## config.mk

```make
export PLATFORM = sky130hd
export DESIGN_NAME = ftx_top
export DESIGN_NICKNAME = d
export VERILOG_FILES = /design/src/ftx_pkg.sv /design/src/ftx_top.sv
export VERILOG_INCLUDE_DIRS = /design/src /design/src/src
export SDC_FILE = /design/constraint.sdc
export NUM_CORES = 1
export LEC_CHECK = 0
export ABC_AREA = 0
export BUFFER_PORTS_ARGS = -buffer_cell sky130_fd_sc_hd__buf_2
export CELL_PAD_IN_SITES_DETAIL_PLACEMENT = 1
export CELL_PAD_IN_SITES_GLOBAL_PLACEMENT = 1
export CORE_AREA = 2 2 134 136
export CTS_CLUSTER_SIZE = 25
export DETAILED_ROUTE_END_ITERATION = 8
export DIE_AREA = 0 0 136 138
export PLACE_DENSITY = 0.67
export SYNTH_ARGS = -nofsm -noshare
export SYNTH_HDL_FRONTEND = slang
export SYNTH_SLANG_ARGS = --single-unit
```

## constraint.sdc

```tcl
create_clock -name clk_i -period 5.1 [get_ports clk_i]
set_clock_uncertainty 0.05 [all_clocks]
set_input_delay 0.765 -clock clk_i [delete_from_list [all_inputs] [get_ports clk_i]]
set_output_delay 0.765 -clock clk_i [all_outputs]
set_load 0.01 [all_outputs]
```

## src/ftx_regs.svh

```systemverilog
`ifndef FTX_REGS_SVH
`define FTX_REGS_SVH

// ----------------------------------------------------------------
// register byte offsets
// ----------------------------------------------------------------
`define FTX_OFF_MODE      8'h00
`define FTX_OFF_CONFIG    8'h04
`define FTX_OFF_TX_STATE  8'h08
`define FTX_OFF_INJ_CTRL  8'h0c
`define FTX_OFF_INJ_THR   8'h10
`define FTX_OFF_INJ_SYM_A 8'h14
`define FTX_OFF_INJ_SYM_B 8'h18
`define FTX_OFF_STATUS    8'h1c

// ----------------------------------------------------------------
// field positions
// ----------------------------------------------------------------
`define FTX_MODE_NRZ_BIT  6
`define FTX_TM_LSB        0
`define FTX_IC_LSB        0
`define FTX_ST_DONE_BIT   0
`define FTX_ST_ARMED_BIT  1
`define FTX_ST_TXEN_BIT   2
`define FTX_ST_CNT_LSB    8

// ----------------------------------------------------------------
// reset values
// ----------------------------------------------------------------
`define FTX_RST_MODE      8'h00
`define FTX_RST_CONFIG    6'h00
`define FTX_RST_TX_STATE  3'h0
`define FTX_RST_INJ_CTRL  2'h0
`define FTX_RST_INJ_THR   8'h00
`define FTX_RST_INJ_SYM   5'h00

// ----------------------------------------------------------------
// symbols and timing
// ----------------------------------------------------------------
`define FTX_SYM_QUIET     5'h00
`define FTX_SYM_IDLE      5'h1f
`define FTX_SYM_HALT      5'h04
`define FTX_SYM_J         5'h18
`define FTX_SYM_K         5'h11
`define FTX_SYM_T         5'h0d
`define FTX_SYM_R         5'h07
`define FTX_SYM_S         5'h19
`define FTX_UNKNOWN_LINE  10'h13a
`define FTX_JK_BYTE       8'hdd
`define FTX_BITS_PER_BYTE 4'ha
`define FTX_LAST_BIT      4'h9

`endif

```

## src/ftx_pkg.sv

```systemverilog
package ftx_pkg;

    typedef enum logic [2:0] {
        FTX_TM_OFF      = 3'b000,
        FTX_TM_ACTIVE   = 3'b001,
        FTX_TM_IDLE     = 3'b010,
        FTX_TM_MASTER   = 3'b011,
        FTX_TM_QUIET    = 3'b100,
        FTX_TM_RESERVED = 3'b101,
        FTX_TM_HALT     = 3'b110
    } ftx_tx_mode_t;

    typedef enum logic [1:0] {
        FTX_IC_NONE     = 2'b00,
        FTX_IC_ONE_SHOT = 2'b01,
        FTX_IC_PERIODIC = 2'b10,
        FTX_IC_CONT     = 2'b11
    } ftx_inj_mode_t;

    typedef enum logic [1:0] {
        FTX_SRC_A_REQ   = 2'b00,
        FTX_SRC_B_REQ   = 2'b01,
        FTX_SRC_RX      = 2'b10,
        FTX_SRC_INVALID = 2'b11
    } ftx_src_t;

    typedef struct packed {
        logic       parity;
        logic       ctrl;
        logic [3:0] hi;
        logic [3:0] lo;
    } ftx_byte_t;

    typedef struct packed {
        ftx_src_t sel_tx;
        ftx_src_t sel_b_ind;
        ftx_src_t sel_a_ind;
    } ftx_cfg_t;

endpackage

```

## src/ftx_top.sv

```systemverilog
// The APB interface to the registers and the placing of the registers were chosen for this implementation.
`timescale 1ns/1ps
`include "ftx_regs.svh"

// Function
// transmit mode comes from tx_state_reg bits 0 to 2
// forced modes replace the normal data path output with generated pairs
// active mode sends the byte from the switch transmit path
// off mode sends Quiet pairs and drops the PMD transmit enable
// idle mode sends only Idle pairs
// master mode sends Halt-Quiet pairs continuously
// quiet mode and reserved code send Quiet pairs
// halt mode sends Halt pairs continuously
// injected pairs win over generated pairs and over data
// two-bit injection field chooses none, one shot, periodic, continuous
// no injection leaves the stream untouched
// one shot replaces byte n after a JK, once
// one shot with threshold zero replaces the JK itself
// periodic replaces every nth pair, zero replaces every pair; this implementation replaces every (n+1)th pair
// continuous replaces every pair, like periodic with zero
// threshold holds 0 to 255
// pair loads once per byte period, then shifts out bit by bit
// mode_reg bit 6 zero gives NRZI, one gives plain NRZ
// switch sources: A request, B request, receive path, fixed pattern
// fixed pattern bus always carries 1 0011 1010
// three independent selectors drive A indicate, B indicate, transmit
// single-port variant uses only B request and A indicate
// request words carry odd parity, control flag, two symbols
// each transmit mode has its own fixed three-bit code
// per-output source selects apply only at byte boundaries
module ftx_top import ftx_pkg::*; #(
    parameter bit SINGLE_PORT = 1'b0
) (
    input  wire logic        clk_i,
    input  wire logic        resetn_i,
    input  wire logic [7:0]  paddr_i,
    input  wire logic        psel_i,
    input  wire logic        penable_i,
    input  wire logic        pwrite_i,
    input  wire logic [31:0] pwdata_i,
    output logic [31:0]      prdata_o,
    output logic             pready_o,
    output logic             pslverr_o,
    input  wire ftx_byte_t   a_req_i,
    input  wire ftx_byte_t   b_req_i,
    input  wire ftx_byte_t   rx_data_i,
    output ftx_byte_t        a_ind_o,
    output ftx_byte_t        b_ind_o,
    output logic             byte_strobe_o,
    output logic             tx_serial_o,
    output logic             pmd_tx_enable_o
);

    // ----------------------------------------------------------------
    // functions
    // ----------------------------------------------------------------
    function automatic logic addr_ok(input logic [7:0] a);
        addr_ok = (a == `FTX_OFF_MODE) || (a == `FTX_OFF_CONFIG) ||
                  (a == `FTX_OFF_TX_STATE) || (a == `FTX_OFF_INJ_CTRL) ||
                  (a == `FTX_OFF_INJ_THR) || (a == `FTX_OFF_INJ_SYM_A) ||
                  (a == `FTX_OFF_INJ_SYM_B) || (a == `FTX_OFF_STATUS);
    endfunction

    function automatic logic [4:0] enc_data(input logic [3:0] n);
        logic [4:0] c;
        c = 5'h1e;
        unique case (n)
            4'h0: c = 5'h1e;
            4'h1: c = 5'h09;
            4'h2: c = 5'h14;
            4'h3: c = 5'h15;
            4'h4: c = 5'h0a;
            4'h5: c = 5'h0b;
            4'h6: c = 5'h0e;
            4'h7: c = 5'h0f;
            4'h8: c = 5'h12;
            4'h9: c = 5'h13;
            4'ha: c = 5'h16;
            4'hb: c = 5'h17;
            4'hc: c = 5'h1a;
            4'hd: c = 5'h1b;
            4'he: c = 5'h1c;
            4'hf: c = 5'h1d;
        endcase
        return c;
    endfunction

    // control nibbles; unlisted ones fall back to Idle so nothing illegal leaves
    function automatic logic [4:0] enc_ctrl(input logic [3:0] n, input logic first);
        logic [4:0] c;
        c = `FTX_SYM_IDLE;
        if (n == 4'hd) begin
            c = first ? `FTX_SYM_J : `FTX_SYM_K;
        end else if (n == 4'h4 || n == 4'h5) begin
            c = `FTX_SYM_T;
        end else if (n == 4'h6) begin
            c = `FTX_SYM_R;
        end else if (n == 4'h7) begin
            c = `FTX_SYM_S;
        end
        return c;
    endfunction

    function automatic logic [9:0] enc_pair(input ftx_byte_t b);
        logic [9:0] p;
        p = '0;
        if (b.ctrl) begin
            p = {enc_ctrl(b.hi, 1'b1), enc_ctrl(b.lo, 1'b0)};
        end else begin
            p = {enc_data(b.hi), enc_data(b.lo)};
        end
        return p;
    endfunction

    function automatic ftx_byte_t pick(input ftx_src_t s, input ftx_byte_t a,
                                       input ftx_byte_t b, input ftx_byte_t r);
        ftx_byte_t o;
        o = ftx_byte_t'(`FTX_UNKNOWN_LINE);
        unique case (s)
            FTX_SRC_A_REQ:   o = a;
            FTX_SRC_B_REQ:   o = b;
            FTX_SRC_RX:      o = r;
            FTX_SRC_INVALID: o = ftx_byte_t'(`FTX_UNKNOWN_LINE);
        endcase
        return o;
    endfunction

    // ----------------------------------------------------------------
    // registers
    // ----------------------------------------------------------------
    logic [7:0] mode_q;
    ftx_cfg_t cfg_q;
    ftx_cfg_t cfg_act_q;
    ftx_tx_mode_t tx_mode_q;
    ftx_inj_mode_t inj_mode_q;
    logic [7:0] inj_thr_q;
    logic [4:0] inj_sym_a_q;
    logic [4:0] inj_sym_b_q;
    logic [31:0] rdata_q;
    logic done_q;
    logic armed_q;
    logic track_q;
    logic [7:0] cnt_q;
    logic [3:0] bit_cnt_q;
    logic [9:0] pair_q;
    logic [9:0] shift_q;
    logic line_q;
    logic txen_q;
    ftx_byte_t a_ind_q;
    ftx_byte_t b_ind_q;

    logic setup;
    logic wr_en;
    logic w1c_done;
    logic byte_load;
    ftx_byte_t a_src;
    ftx_byte_t tx_byte;
    logic jk_now;
    logic [7:0] pos;
    logic inject;
    logic [9:0] gen_pair;
    logic gen_force;
    logic [9:0] pair_d;
    logic [7:0] cnt_inc;

    // ----------------------------------------------------------------
    // apb slave, zero wait states
    // ----------------------------------------------------------------
    assign setup = psel_i && !penable_i;
    assign wr_en = psel_i && penable_i && pwrite_i && addr_ok(paddr_i);
    assign pready_o = 1'b1;
    assign pslverr_o = psel_i && penable_i && !addr_ok(paddr_i);
    assign prdata_o = rdata_q;
    assign w1c_done = wr_en && (paddr_i == `FTX_OFF_STATUS) && pwdata_i[`FTX_ST_DONE_BIT];

    always_ff @(posedge clk_i or negedge resetn_i) begin
        if (!resetn_i) begin
            rdata_q <= 32'h0000_0000;
        end else if (setup && !pwrite_i) begin
            unique case (paddr_i)
                `FTX_OFF_MODE:      rdata_q <= {24'h00_0000, mode_q};
                `FTX_OFF_CONFIG:    rdata_q <= {26'h000_0000, cfg_q};
                `FTX_OFF_TX_STATE:  rdata_q <= {29'h0000_0000, tx_mode_q};
                `FTX_OFF_INJ_CTRL:  rdata_q <= {30'h0000_0000, inj_mode_q};
                `FTX_OFF_INJ_THR:   rdata_q <= {24'h00_0000, inj_thr_q};
                `FTX_OFF_INJ_SYM_A: rdata_q <= {27'h000_0000, inj_sym_a_q};
                `FTX_OFF_INJ_SYM_B: rdata_q <= {27'h000_0000, inj_sym_b_q};
                `FTX_OFF_STATUS:    rdata_q <= {16'h0000, cnt_q, 5'h00, txen_q, armed_q, done_q};
                default:            rdata_q <= 32'h0000_0000;
            endcase
        end
    end

    always_ff @(posedge clk_i or negedge resetn_i) begin
        if (!resetn_i) begin
            mode_q <= `FTX_RST_MODE;
            cfg_q <= ftx_cfg_t'(`FTX_RST_CONFIG);
            tx_mode_q <= ftx_tx_mode_t'(`FTX_RST_TX_STATE);
            inj_mode_q <= ftx_inj_mode_t'(`FTX_RST_INJ_CTRL);
            inj_thr_q <= `FTX_RST_INJ_THR;
            inj_sym_a_q <= `FTX_RST_INJ_SYM;
            inj_sym_b_q <= `FTX_RST_INJ_SYM;
        end else if (wr_en) begin
            unique case (paddr_i)
                `FTX_OFF_MODE:      mode_q <= pwdata_i[7:0];
                `FTX_OFF_CONFIG:    cfg_q <= ftx_cfg_t'(pwdata_i[5:0]);
                `FTX_OFF_TX_STATE:  tx_mode_q <= ftx_tx_mode_t'(pwdata_i[`FTX_TM_LSB +: 3]);
                `FTX_OFF_INJ_CTRL:  inj_mode_q <= ftx_inj_mode_t'(pwdata_i[`FTX_IC_LSB +: 2]);
                `FTX_OFF_INJ_THR:   inj_thr_q <= pwdata_i[7:0];
                `FTX_OFF_INJ_SYM_A: inj_sym_a_q <= pwdata_i[4:0];
                `FTX_OFF_INJ_SYM_B: inj_sym_b_q <= pwdata_i[4:0];
                default: ;
            endcase
        end
    end

    // ----------------------------------------------------------------
    // byte timing: one pair per ten bit periods
    // ----------------------------------------------------------------
    assign byte_load = (bit_cnt_q == `FTX_LAST_BIT);
    assign byte_strobe_o = byte_load;

    always_ff @(posedge clk_i or negedge resetn_i) begin
        if (!resetn_i) begin
            bit_cnt_q <= 4'h0;
        end else if (byte_load) begin
            bit_cnt_q <= 4'h0;
        end else begin
            bit_cnt_q <= bit_cnt_q + 4'h1;
        end
    end

    // ----------------------------------------------------------------
    // configuration switch
    // ----------------------------------------------------------------
    // the unused request path is ignored so a floating pin cannot leak in
    assign a_src = SINGLE_PORT ? ftx_byte_t'(`FTX_UNKNOWN_LINE) : a_req_i;
    // selects come from the copy taken at the last load so a change lands on a byte boundary
    assign tx_byte = pick(cfg_act_q.sel_tx, a_src, b_req_i, rx_data_i);
    assign a_ind_o = a_ind_q;
    assign b_ind_o = b_ind_q;

    always_ff @(posedge clk_i or negedge resetn_i) begin
        if (!resetn_i) begin
            cfg_act_q <= ftx_cfg_t'(`FTX_RST_CONFIG);
            a_ind_q <= ftx_byte_t'(`FTX_UNKNOWN_LINE);
            b_ind_q <= ftx_byte_t'(`FTX_UNKNOWN_LINE);
        end else if (byte_load) begin
            cfg_act_q <= cfg_q;
            a_ind_q <= pick(cfg_q.sel_a_ind, a_src, b_req_i, rx_data_i);
            b_ind_q <= SINGLE_PORT ? ftx_byte_t'(`FTX_UNKNOWN_LINE) :
                       pick(cfg_q.sel_b_ind, a_src, b_req_i, rx_data_i);
        end
    end

    // ----------------------------------------------------------------
    // line state generator
    // ----------------------------------------------------------------
    always_comb begin
        gen_force = 1'b1;
        gen_pair = {`FTX_SYM_QUIET, `FTX_SYM_QUIET};
        unique case (tx_mode_q)
            FTX_TM_ACTIVE: begin
                gen_force = 1'b0;
            end
            FTX_TM_OFF:      gen_pair = {`FTX_SYM_QUIET, `FTX_SYM_QUIET};
            FTX_TM_IDLE:     gen_pair = {`FTX_SYM_IDLE, `FTX_SYM_IDLE};
            FTX_TM_MASTER:   gen_pair = {`FTX_SYM_HALT, `FTX_SYM_QUIET};
            FTX_TM_QUIET:    gen_pair = {`FTX_SYM_QUIET, `FTX_SYM_QUIET};
            FTX_TM_RESERVED: gen_pair = {`FTX_SYM_QUIET, `FTX_SYM_QUIET};
            FTX_TM_HALT:     gen_pair = {`FTX_SYM_HALT, `FTX_SYM_HALT};
            default:         gen_pair = {`FTX_SYM_QUIET, `FTX_SYM_QUIET};
        endcase
    end

    // ----------------------------------------------------------------
    // injection control
    // ----------------------------------------------------------------
    assign jk_now = tx_byte.ctrl && ({tx_byte.hi, tx_byte.lo} == `FTX_JK_BYTE);
    assign cnt_inc = (cnt_q == 8'hff) ? cnt_q : cnt_q + 8'h01;
    assign pos = jk_now ? 8'h00 : cnt_inc;

    always_comb begin
        inject = 1'b0;
        unique case (inj_mode_q)
            FTX_IC_NONE:     inject = 1'b0;
            FTX_IC_ONE_SHOT: inject = armed_q && (jk_now || track_q) && (pos == inj_thr_q);
            FTX_IC_PERIODIC: inject = (cnt_q == inj_thr_q);
            FTX_IC_CONT:     inject = 1'b1;
        endcase
    end

    always_comb begin
        pair_d = enc_pair(tx_byte);
        if (inject) begin
            pair_d = {inj_sym_a_q, inj_sym_b_q};
        end else if (gen_force) begin
            pair_d = gen_pair;
        end
    end

    // one shot re-arms only on a write that selects it; done is sticky, set wins
    always_ff @(posedge clk_i or negedge resetn_i) begin
        if (!resetn_i) begin
            armed_q <= 1'b0;
            track_q <= 1'b0;
            done_q <= 1'b0;
        end else begin
            if (wr_en && paddr_i == `FTX_OFF_INJ_CTRL) begin
                armed_q <= (pwdata_i[`FTX_IC_LSB +: 2] == FTX_IC_ONE_SHOT);
                track_q <= 1'b0;
            end else if (byte_load && inj_mode_q == FTX_IC_ONE_SHOT) begin
                if (inject) begin
                    armed_q <= 1'b0;
                    track_q <= 1'b0;
                end else if (jk_now && armed_q) begin
                    track_q <= 1'b1;
                end
            end
            if (byte_load && inject && inj_mode_q == FTX_IC_ONE_SHOT) begin
                done_q <= 1'b1;
            end else if (w1c_done) begin
                done_q <= 1'b0;
            end
        end
    end

    always_ff @(posedge clk_i or negedge resetn_i) begin
        if (!resetn_i) begin
            cnt_q <= 8'h00;
        end else if (wr_en && paddr_i == `FTX_OFF_INJ_CTRL) begin
            cnt_q <= 8'h00;
        end else if (byte_load) begin
            if (inj_mode_q == FTX_IC_PERIODIC) begin
                cnt_q <= inject ? 8'h00 : cnt_inc;
            end else if (inj_mode_q == FTX_IC_ONE_SHOT) begin
                cnt_q <= pos;
            end
        end
    end

    // ----------------------------------------------------------------
    // serializer and line coder
    // ----------------------------------------------------------------
    assign tx_serial_o = line_q;
    assign pmd_tx_enable_o = txen_q;

    always_ff @(posedge clk_i or negedge resetn_i) begin
        if (!resetn_i) begin
            pair_q <= {`FTX_SYM_QUIET, `FTX_SYM_QUIET};
            shift_q <= {`FTX_SYM_QUIET, `FTX_SYM_QUIET};
            txen_q <= 1'b0;
        end else if (byte_load) begin
            pair_q <= pair_d;
            shift_q <= pair_d;
            txen_q <= (tx_mode_q != FTX_TM_OFF);
        end else begin
            shift_q <= {shift_q[8:0], 1'b0};
        end
    end

    always_ff @(posedge clk_i or negedge resetn_i) begin
        if (!resetn_i) begin
            line_q <= 1'b0;
        end else if (mode_q[`FTX_MODE_NRZ_BIT]) begin
            line_q <= shift_q[9];
        end else begin
            line_q <= line_q ^ shift_q[9];
        end
    end
endmodule

```

==> impl_metrics.json, run 1 <==
{
  "final_util_pct": 39.36,
  "start_util_pct": 35.04,
  "fp.dieW_um": 136,
  "grt_overflow": 0,
  "avgSynthCellArea_sq_um": 9.527,
  "hold_viol_final": 0,
  "remaining_drc_errors": 0,
  "fin_nets": 777,
  "grt_pass1_vias": 5458,
  "portBuffers": 90,
  "period_minus_slack_ns": 3.689,
  "clockRootBuffer": "clkbuf_16",
  "min_path_type": "reg -> reg",
  "clkLatencyLatePin_ns": 0.35,
  "rsz0062_at_grt": "false",
  "synth_flop_cell": "dfrtp_1",
  "num_io_pins": 132,
  "crit_chain": "ha_1 > and3_1 > nand2_2 > and3_1 > or4_1 > nor3_2 > a31oi_4 > nand2b_1 > o221a_2",
  "fillerInstances": 2076,
  "final_cell_mix": "dfrtp_1 (92), buf_2 (89), nand2_1 (71), o21ai_0 (50), mux2_2 (40)",
  "power.total_mw": 1.674,
  "grt_pass1_wl_um": 29040,
  "seq_area_frac_synth_pct": 41.74,
  "maxClockFrequency_ghz": 0.2711,
  "synthDominantCellAreaShare_pct": 37.47,
  "worstPathRequired_ns": 5.29,
  "r2r_setup_slack_ns": 1.41,
  "cts_tree": "built",
  "critical_path_class": "reg -> reg",
  "yosysWarnings": 0,
  "first_pass_iters": 4,
  "mostFrequentLayoutCell": "dfrtp_1",
  "cts.sinks": 102,
  "ys_ff_latch": 102,
  "rows": 49,
  "globalplace.congestion": 0.8616,
  "wl_per_cell_um": 18.83,
  "hold_buffers": 0,
  "cpMaxStageDelayCell": "dfrtp_1",
  "netlist_instances": 645,
  "start_kind": "flip-flop",
  "slew_headroom_pct": 36.37,
  "power_density_nw_per_um2": 242.5,
  "cp.buffers_inverters": 0,
  "syn_area_sq_um": 6145,
  "die_h_um": 138,
  "dp.cells": 919,
  "antenna_found_initial": 0,
  "p_leak_nw": 3.081,
  "crit_path_max_incr_delay_ns": 0.66,
  "cts_setup_buffers": 0,
  "max_cap_viol_count": 0,
  "clk_pin_slew_worst_paths_ns": 0.07,
  "first_iter_violations": 325,
  "vias_per_cell": 5.489,
  "synthDistinctLibCells": 76,
  "vdd_drop_max_mv": 0.1351,
  "slew_viol_final": 0,
  "grt_max_degree": 67,
  "h-tree-depth": 3,
  "drive_gt1_share_pct": 25.78,
  "finalNonFillerCells": 935,
  "cts_buffers": 9,
  "status": "completed",
  "final.setup.worst_slack_ns": 1.411,
  "routed_wl_um": 17610,
  "fin_tns_setup_ns": 0,
  "period_share_pct": 72.34,
  "num_vias": 5132,
  "async_flop_share_pct": 100.0,
  "synth_edf_count": 0,
  "ys_top_cells_by_area": "dfrtp_1 (37%), mux2_2 (7.3%), nand2_1 (4.3%)",
  "fp.dieArea_sq_um": 18770,
  "post-place-ws_ns": 1.440,
  "antenna_cells": 0,
  "setup.worst_path.end_class": "flip-flop",
  "yosys.area.top_type": "dfrtp_1",
  "tightest_slew_ns": 0.9544,
  "clock_path_buffers": 2,
  "dp_hpwl_um": 12820,
  "arrival_ns": 3.88,
  "grt_usage_pct": 19.37,
  "setup_viol": 0,
  "coreArea_sq_um": 17530,
  "crit_fanout": 14,
  "post_cts_resized": 0,
  "crit_top_cell": "and3_1",
  "area_growth_pct": 12.32,
  "critPathTopFamily": "simple AND/OR/NAND/NOR gates",
  "ant_nets": 0
}
==> registers in the layout, indices dropped and copies added (netlist names) <==
| signal | cells |
|---|---|
| done_q | 1 |
| cfg_q | 6 |
| track_q | 1 |
| pmd_tx_enable_o | 1 |
| tx_mode_q | 3 |
| inj_thr_q | 8 |
| mode_q | 8 |
| inj_sym_b_q | 5 |
| shift_q | 10 |
| cnt_q | 8 |
| prdata_o | 16 |
| cfg_act_q | 2 |
| bit_cnt_q | 4 |
| inj_sym_a_q | 5 |
| armed_q | 1 |
| a_ind_o | 10 |
| inj_mode_q | 2 |
| b_ind_o | 10 |
| tx_serial_o | 1 |
==> cell type report <==
cell class                      instances  area (sq um)  share of cell area [%]
Clock buffer                           10         239.0                   3.463
Clock inverter                          6         45.04                  0.6526
Inverter                               10         37.54                  0.5439
Multi-Input combinational cell        487          3268                   47.35
Sequential cell                       102          2565                   37.16
Tap cell                              229         286.5                   4.152
Timing Repair Buffer                   91         460.4                   6.672
==> per-stage QoR <==
step                instance area [sq um]  hold slack (ns)
floorplan                            6201           0.3742
global placement                     6618           0.3843
finish                               6902           0.3878
detailed placement                   6618           0.3842
CTS                                  6902           0.3952
global route                         6902           0.4188
==> path summary, 6_finish.rpt <==
check | cells after the start | end | startpoint
min reg2reg | 1 | tx_serial_o | shift_q[9]
max | 9 | shift_q[4] | cnt_q[0]
min in group asynchronous | 1 | b_ind_o[2] | resetn_i
max reg2reg | 9 | shift_q[4] | cnt_q[0]
min | 1 | tx_serial_o | shift_q[9]
max in group asynchronous | 2 | inj_sym_b_q[4] | resetn_i
==> Yosys cell counts, types with 4 or more instances <==
cell	count
mux2i_1	23
buf_2	9
dfstp_2	10
a22o_1	9
a21oi_1	36
a211oi_1	5
nor3_1	10
o21ai_0	50
nor2_1	31
nand4_1	6
inv_1	9
xor2_1	8
dfrtp_1	92
o21ai_1	11
o22ai_1	14
nand2b_1	10
buf_4	22
nand2_1	71
o221a_2	5
o31ai_1	5
and3_1	8
mux2_1	11
xnor2_1	4
mux2_2	40
nor4_1	6
a31oi_1	9
clkbuf_1	25
nand3_1	21
nor2b_1	9
buf_1	4
o22a_1	4
==> cell families after synthesis <==
family / share of synthesized area, %
AOI/OAI and AO/OA: 20.48
xor gates and xnor gates: 1.710
adders and majority gates: 0.3665
buffers and inverters: 5.986
DFF: 41.74
muxes: 14.44
other: 0.1222
and+or+nand+nor: 15.15
==> worst reg2reg max path, delay by kind of cell, from the launching register on <==
| kind | cells | cell delay [ns] |
|---|---|---|
| compound gates | 2 | 0.57 |
| fa+ha+maj | 1 | 0.35 |
| flops | 1 | 0.66 |
| simple gates | 6 | 1.94 |
==> power by group <==
group / internal, mW / total [mW] / switching (mW) / leakage [nW]
logic: 0.0620 / 0.165 / 0.103 / 1.60
registers: 0.827 / 0.838 / 0.0116 / 1.35
clock network: 0.348 / 0.671 / 0.322 / 0.137
==> per-layer routing <==
layer | routed length, um | track usage [%] | vias up
li1 | - | - | 2452
met1 | 8048 | 25.51 | 2597
met2 | 8827 | 33.22 | 65
met5 | 0 | 0 | -
met3 | 464 | 2.310 | 18
met4 | 265 | 5.811 | 0
(Power assumes the default switching activity.)
==> run 2: changes to the inputs <==
--- a/config.mk
+++ b/config.mk
@@ -14,7 +14,7 @@
 export CTS_CLUSTER_SIZE = 25
 export DETAILED_ROUTE_END_ITERATION = 8
 export DIE_AREA = 0 0 136 138
-export PLACE_DENSITY = 0.67
+export PLACE_DENSITY = 0.7
 export SYNTH_ARGS = -nofsm -noshare
 export SYNTH_HDL_FRONTEND = slang
 export SYNTH_SLANG_ARGS = --single-unit
==> constraint.sdc (replaced) <==
create_clock -name clk_i -period 3.3 [get_ports clk_i]
set_clock_uncertainty 0.05 [all_clocks]
set_input_delay 0.495 -clock clk_i [delete_from_list [all_inputs] [get_ports clk_i]]
set_output_delay 0.495 -clock clk_i [all_outputs]
set_load 0.01 [all_outputs]
==> run 2 against run 1 <==
Highest routed layer unchanged. Combinational power grew 61%. Global-route usage grew 1.1 points. Worst setup slack lost 1.3 ns. Largest cell class unchanged.
==> impl_metrics.json, run 2 (synthesized netlist as in run 1, its figures left out) <==
{
  "cts.sinks": 102,
  "first_pass_iters": 4,
  "cts_buffers": 9,
  "grt_usage_pct": 20.45,
  "p_int_mw": 1.924,
  "fin_tns_setup_ns": 0,
  "arrival_ns": 3.33,
  "grt_pass1_wl_um": 30510,
  "vias_per_cell": 5.613,
  "tightest_slew_ns": 0.9934,
  "p_leak_nw": 3.159,
  "grt_max_degree": 55,
  "min_path_type": "in -> async",
  "p_sw_mw": 0.7036,
  "drive_gt1_share_pct": 27.36,
  "portBuffers": 90,
  "final_cell_mix": "dfrtp_1 (91), buf_2 (89), nand2_1 (71), o21ai_0 (50), mux2_2 (40)",
  "r2r_setup_slack_ns": 0.16,
  "start_kind": "flip-flop",
  "period_share_pct": 95.23,
  "clockRootBuffer": "clkbuf_16",
  "hold_buffers": 0,
  "slew_viol_final": 0,
  "hold_viol_final": 0,
  "die_h_um": 138,
  "grt_overflow": 0,
  "status": "completed",
  "final_util_pct": 40.07,
  "num_vias": 5327,
  "pwr-share-seq_pct": 49.3,
  "grt_pass1_vias": 5689,
  "fp.dieArea_sq_um": 18770,
  "dp.cells": 933,
  "period_minus_slack_ns": 3.143,
  "vdd_drop_max_mv": 0.2655,
  "h-tree-depth": 3,
  "crit_fanout": 10,
  "rsz0062_at_grt": "false",
  "fin_nets": 791,
  "pwr-share-clk_pct": 40.6,
  "p_sw_share_pct": 26.78,
  "critical_path_class": "reg -> reg",
  "max_cap_viol_count": 0,
  "clkLatencyLatePin_ns": 0.36,
  "largest_reg_flops": 16,
  "fp.dieW_um": 136,
  "remaining_drc_errors": 0,
  "antenna_cells": 0,
  "post-place-ws_ns": 0.07200,
  "ant_nets": 0,
  "worstPathRequired_ns": 3.49,
  "rows": 49,
  "power_density_nw_per_um2": 373.9,
  "reg2regPathDepth": 8,
  "start_util_pct": 35.04,
  "num_io_pins": 132,
  "globalplace.congestion": 0.8499,
  "combPwrFrac_pct": 10.1,
  "coreArea_sq_um": 17530,
  "finalNonFillerCells": 949,
  "setup_viol": 0,
  "mostFrequentLayoutCell": "dfrtp_1",
  "setup.worst_path.end_class": "flip-flop",
  "area_growth_pct": 14.36,
  "clock_path_buffers": 2,
  "routed_wl_um": 18410,
  "slew_headroom_pct": 33.65,
  "first_iter_violations": 344,
  "antenna_found_initial": 0,
  "maxClockFrequency_ghz": 0.3182,
  "final.setup.worst_slack_ns": 0.1574,
  "power.total_mw": 2.627,
  "clk_pin_slew_worst_paths_ns": 0.07,
  "cts_tree": "built",
  "wl_per_cell_um": 19.40,
  "dp_hpwl_um": 13590
}
run 2: cell types whose count changed in the layout (fill, tap and decap cells not counted):
cell | previous run | this run
inv_6 | 1 | 4
clkinv_4 | 0 | 1
dfrtp_2 | 0 | 1
buf_12 | 0 | 1
clkinv_2 | 2 | 0
inv_8 | 1 | 0
dfrtp_1 | 92 | 91
buf_4 | 2 | 15
clkinvlp_4 | 2 | 1
run 2: metal layers:
metal	routed length, um	part of all wire, %	vias to the layer above	global-route usage [%]
met5	0	0	-	0
met4	393	2.1	0	7.730
met3	416	2.3	26	2.640
met2	9500	52	80	34.20
met1	8095	44	2740	26.90
li1	-	-	2481	-
run 2: critical path, cell delays in order (launching register included):
cell,delay [ns]
dfrtp_1,0.56
nand4_1,0.38
o21ai_0,0.33
a21oi_1,0.11
or4_1,0.56
nor3_2,0.20
a31oi_4,0.14
nand2b_1,0.35
o221a_2,0.35
run 2: final cells by class:
class,count,area [sq um]
fillers,2104,10510
multi-input cells,487,3268
flip-flops and latches,102,2566
repair buffers,105,578.1
well taps,229,286.5
clock buffers,10,239.0
clock inverters,6,51.30
inverters,10,37.54
run 2: power by group through the flow:
stage	Sequential, mW	Combinational, mW	Clock, mW
finish	1.29	0.266	1.07
global route	1.30	0.295	1.15
CTS	1.29	0.269	1.10
detailed placement	1.32	0.266	0
global placement	1.32	0.255	0
floorplan	1.32	0.141	0
run 2: final timing paths:
path / from / end
max in group asynchronous: resetn_i / cnt_q[2]
worst max-delay path: cnt_q[3] / shift_q[3]
worst min-delay path: resetn_i / b_ind_o[6]
min in group clk_i: pwdata_i[6] / mode_q[6]
worst max register to register: cnt_q[3] / shift_q[3]
worst min register to register: shift_q[1] / shift_q[2]
run 2: per-stage QoR:
stage	hold slack, ns	cell area [sq um]
6_report	0.1164	7027
5_1_grt	0.1531	7027
4_1_cts	0.1389	7025
2_1_floorplan	0.1494	6201
3_5_place_dp	0.4134	6735
3_3_place_gp	0.3973	6735
run 2: timing repair:
| action | 4_1_cts | 5_1_grt |
|---|---|---|
| buffers inserted | 0 | 0 |
| gates resized for setup | 0 | 1 |
| setup endpoints to repair | 0 | 10 |
==> run 3: changes to the inputs <==
==> constraint.sdc (replaced) <==
create_clock -name clk_i -period 3.3 [get_ports clk_i]
set_clock_uncertainty 0.05 [all_clocks]
set_input_delay 0.495 -clock clk_i [delete_from_list [all_inputs] [get_ports clk_i]]
set_output_delay 0.495 -clock clk_i [all_outputs]
set_load 0.1 [all_outputs]
==> run 3 against run 2 <==
Final cell count rose by 0.53%. Clock power up 7%. Cell area increased by 0.98%. Worst hold slack worse by 0.086 ns. Via count is 1.5% higher. Non-clock buffer count up 5. Wire length is 0.30% higher. Worst setup slack better by 0.12 ns. Sequential power hardly changed. Combinational power is 81% higher. Critical path type unchanged. Count of clock-buffer cells in the layout up 1.
==> impl_metrics.json, run 3 (synthesized netlist as in run 1, its figures left out) <==
{
  "grt_pass1_wl_um": 30150,
  "grt_overflow": 0,
  "ant_nets": 0,
  "die_h_um": 138,
  "setup_viol": 0,
  "maxClockFrequency_ghz": 0.3312,
  "hold_viol_final": 0,
  "status": "completed",
  "worstPathRequired_ns": 3.49,
  "cp.buffers_inverters": 0,
  "cpMaxStageDelayCell": "or4_1",
  "start_util_pct": 35.04,
  "crit_path_max_incr_delay_ns": 0.60,
  "clock_path_buffers": 2,
  "fin_tns_setup_ns": 0,
  "period_minus_slack_ns": 3.020,
  "clkLatencyLatePin_ns": 0.36,
  "start_kind": "flip-flop",
  "cts_setup_buffers": 0,
  "slew_headroom_pct": 34.74,
  "fin_nets": 796,
  "reg2regPathDepth": 9,
  "multi_input_area_sq_um": 3271,
  "dp_hpwl_um": 13760,
  "power_density_nw_per_um2": 411.9,
  "first_iter_violations": 354,
  "remaining_drc_errors": 0,
  "first_pass_iters": 4,
  "final_cell_mix": "dfrtp_1 (91), buf_2 (89), nand2_1 (71), o21ai_0 (50), mux2_2 (40)",
  "largest_reg_flops": 16,
  "crit_fanout": 8,
  "cts.sinks": 102,
  "fillerInstances": 2065,
  "seq_area_sq_um": 2566,
  "slew_viol_final": 0,
  "globalplace.congestion": 0.8642,
  "critical_path_class": "reg -> reg",
  "drive_gt1_share_pct": 28.00,
  "mostFrequentLayoutCell": "dfrtp_1",
  "crit_top_cell": "or4_1",
  "p_leak_nw": 3.197,
  "critical_path_depth": 9,
  "rows": 49,
  "antenna_cells": 0,
  "cts_buffers": 9,
  "min_path_type": "in -> async",
  "routed_wl_um": 18460,
  "num_vias": 5409,
  "tightest_slew_ns": 0.9771,
  "fp.dieW_um": 136,
  "clockRootBuffer": "clkbuf_16",
  "cts_tree": "built",
  "grt_max_degree": 47,
  "grt_usage_pct": 20.27,
  "area_growth_pct": 15.48,
  "fp.dieArea_sq_um": 18770,
  "max_cap_viol_count": 0,
  "vias_per_cell": 5.670,
  "period_share_pct": 91.51,
  "portBuffers": 90,
  "antenna_found_initial": 0,
  "setup.worst_path.end_class": "flip-flop",
  "clk_pin_slew_worst_paths_ns": 0.08,
  "h-tree-depth": 3,
  "final_util_pct": 40.47,
  "vdd_drop_max_mv": 0.2761,
  "arrival_ns": 3.21,
  "coreArea_sq_um": 17530,
  "rsz0062_at_grt": "false",
  "num_io_pins": 132,
  "wl_per_cell_um": 19.35,
  "critPathTopFamily": "simple AND/OR/NAND/NOR gates",
  "grt_pass1_vias": 5748,
  "crit_chain": "ha_1 > and3_1 > or4_1 > a32oi_1 > or4_1 > nor3_2 > a31oi_4 > nand2b_2 > o221a_2"
}
==> run 3: metal layers <==
layer  track usage (%)  part of all wire (%)  vias up
met4             7.840                   2.4        0
met5                 0                     0        -
met2             34.38                    51      108
met3             2.200                   2.2       36
met1             26.42                    44     2778
li1                  -                     -     2487
==> run 3: final timing paths <==
path	from	to	slack, ns
setup / recovery	cnt_q[1]	shift_q[8]	0.28
hold / removal	resetn_i	b_ind_o[0]	0.03
setup reg to reg	cnt_q[1]	shift_q[8]	0.28
hold reg to reg	shift_q[9]	tx_serial_o	0.39
max in group asynchronous	resetn_i	cfg_act_q[5]	2.40
min in group clk_i	pwdata_i[6]	mode_q[6]	0.32
==> run 3: timing repair <==
item,in CTS,in global routing
endpoints found under the setup margin,0,11
hold buffers,0,0
hold endpoints to repair,0,0
resized for setup,0,2
==> run 3: layout make-up <==
cell class / instances / area share, %
multi-input cells: 487 / 46.09
flip-flops and latches: 102 / 36.17
repair buffers: 110 / 8.676
well taps: 229 / 4.038
clock buffers: 11 / 3.562
clock inverters: 5 / 0.9346
inverters: 10 / 0.5290
==> run 3: stage by stage <==
| step | setup WS [ns] | cells | hold slack, ns | area [sq um] | total power, mW |
|---|---|---|---|---|---|
| finish | 0.2803 | 954 | 0.03069 | 7096 | 2.922 |
| global route | 0.1040 | 954 | 0.05046 | 7096 | 3.028 |
| CTS | 0.05914 | 954 | 0.04278 | 7092 | 2.945 |
| detailed placement | 0.1011 | 938 | 0.3860 | 6773 | 1.802 |
| global placement | 0.2411 | 938 | 0.3909 | 6773 | 1.788 |
| floorplan | 0.5190 | 660 | 0.1494 | 6201 | 1.678 |
==> run 3: power breakdown <==
group,total [mW],switching [mW],internal (mW)
combinational,0.482,0.380,0.102
clock,1.15,0.508,0.638
sequential,1.29,0.0161,1.28
total,2.92,0.905,2.02
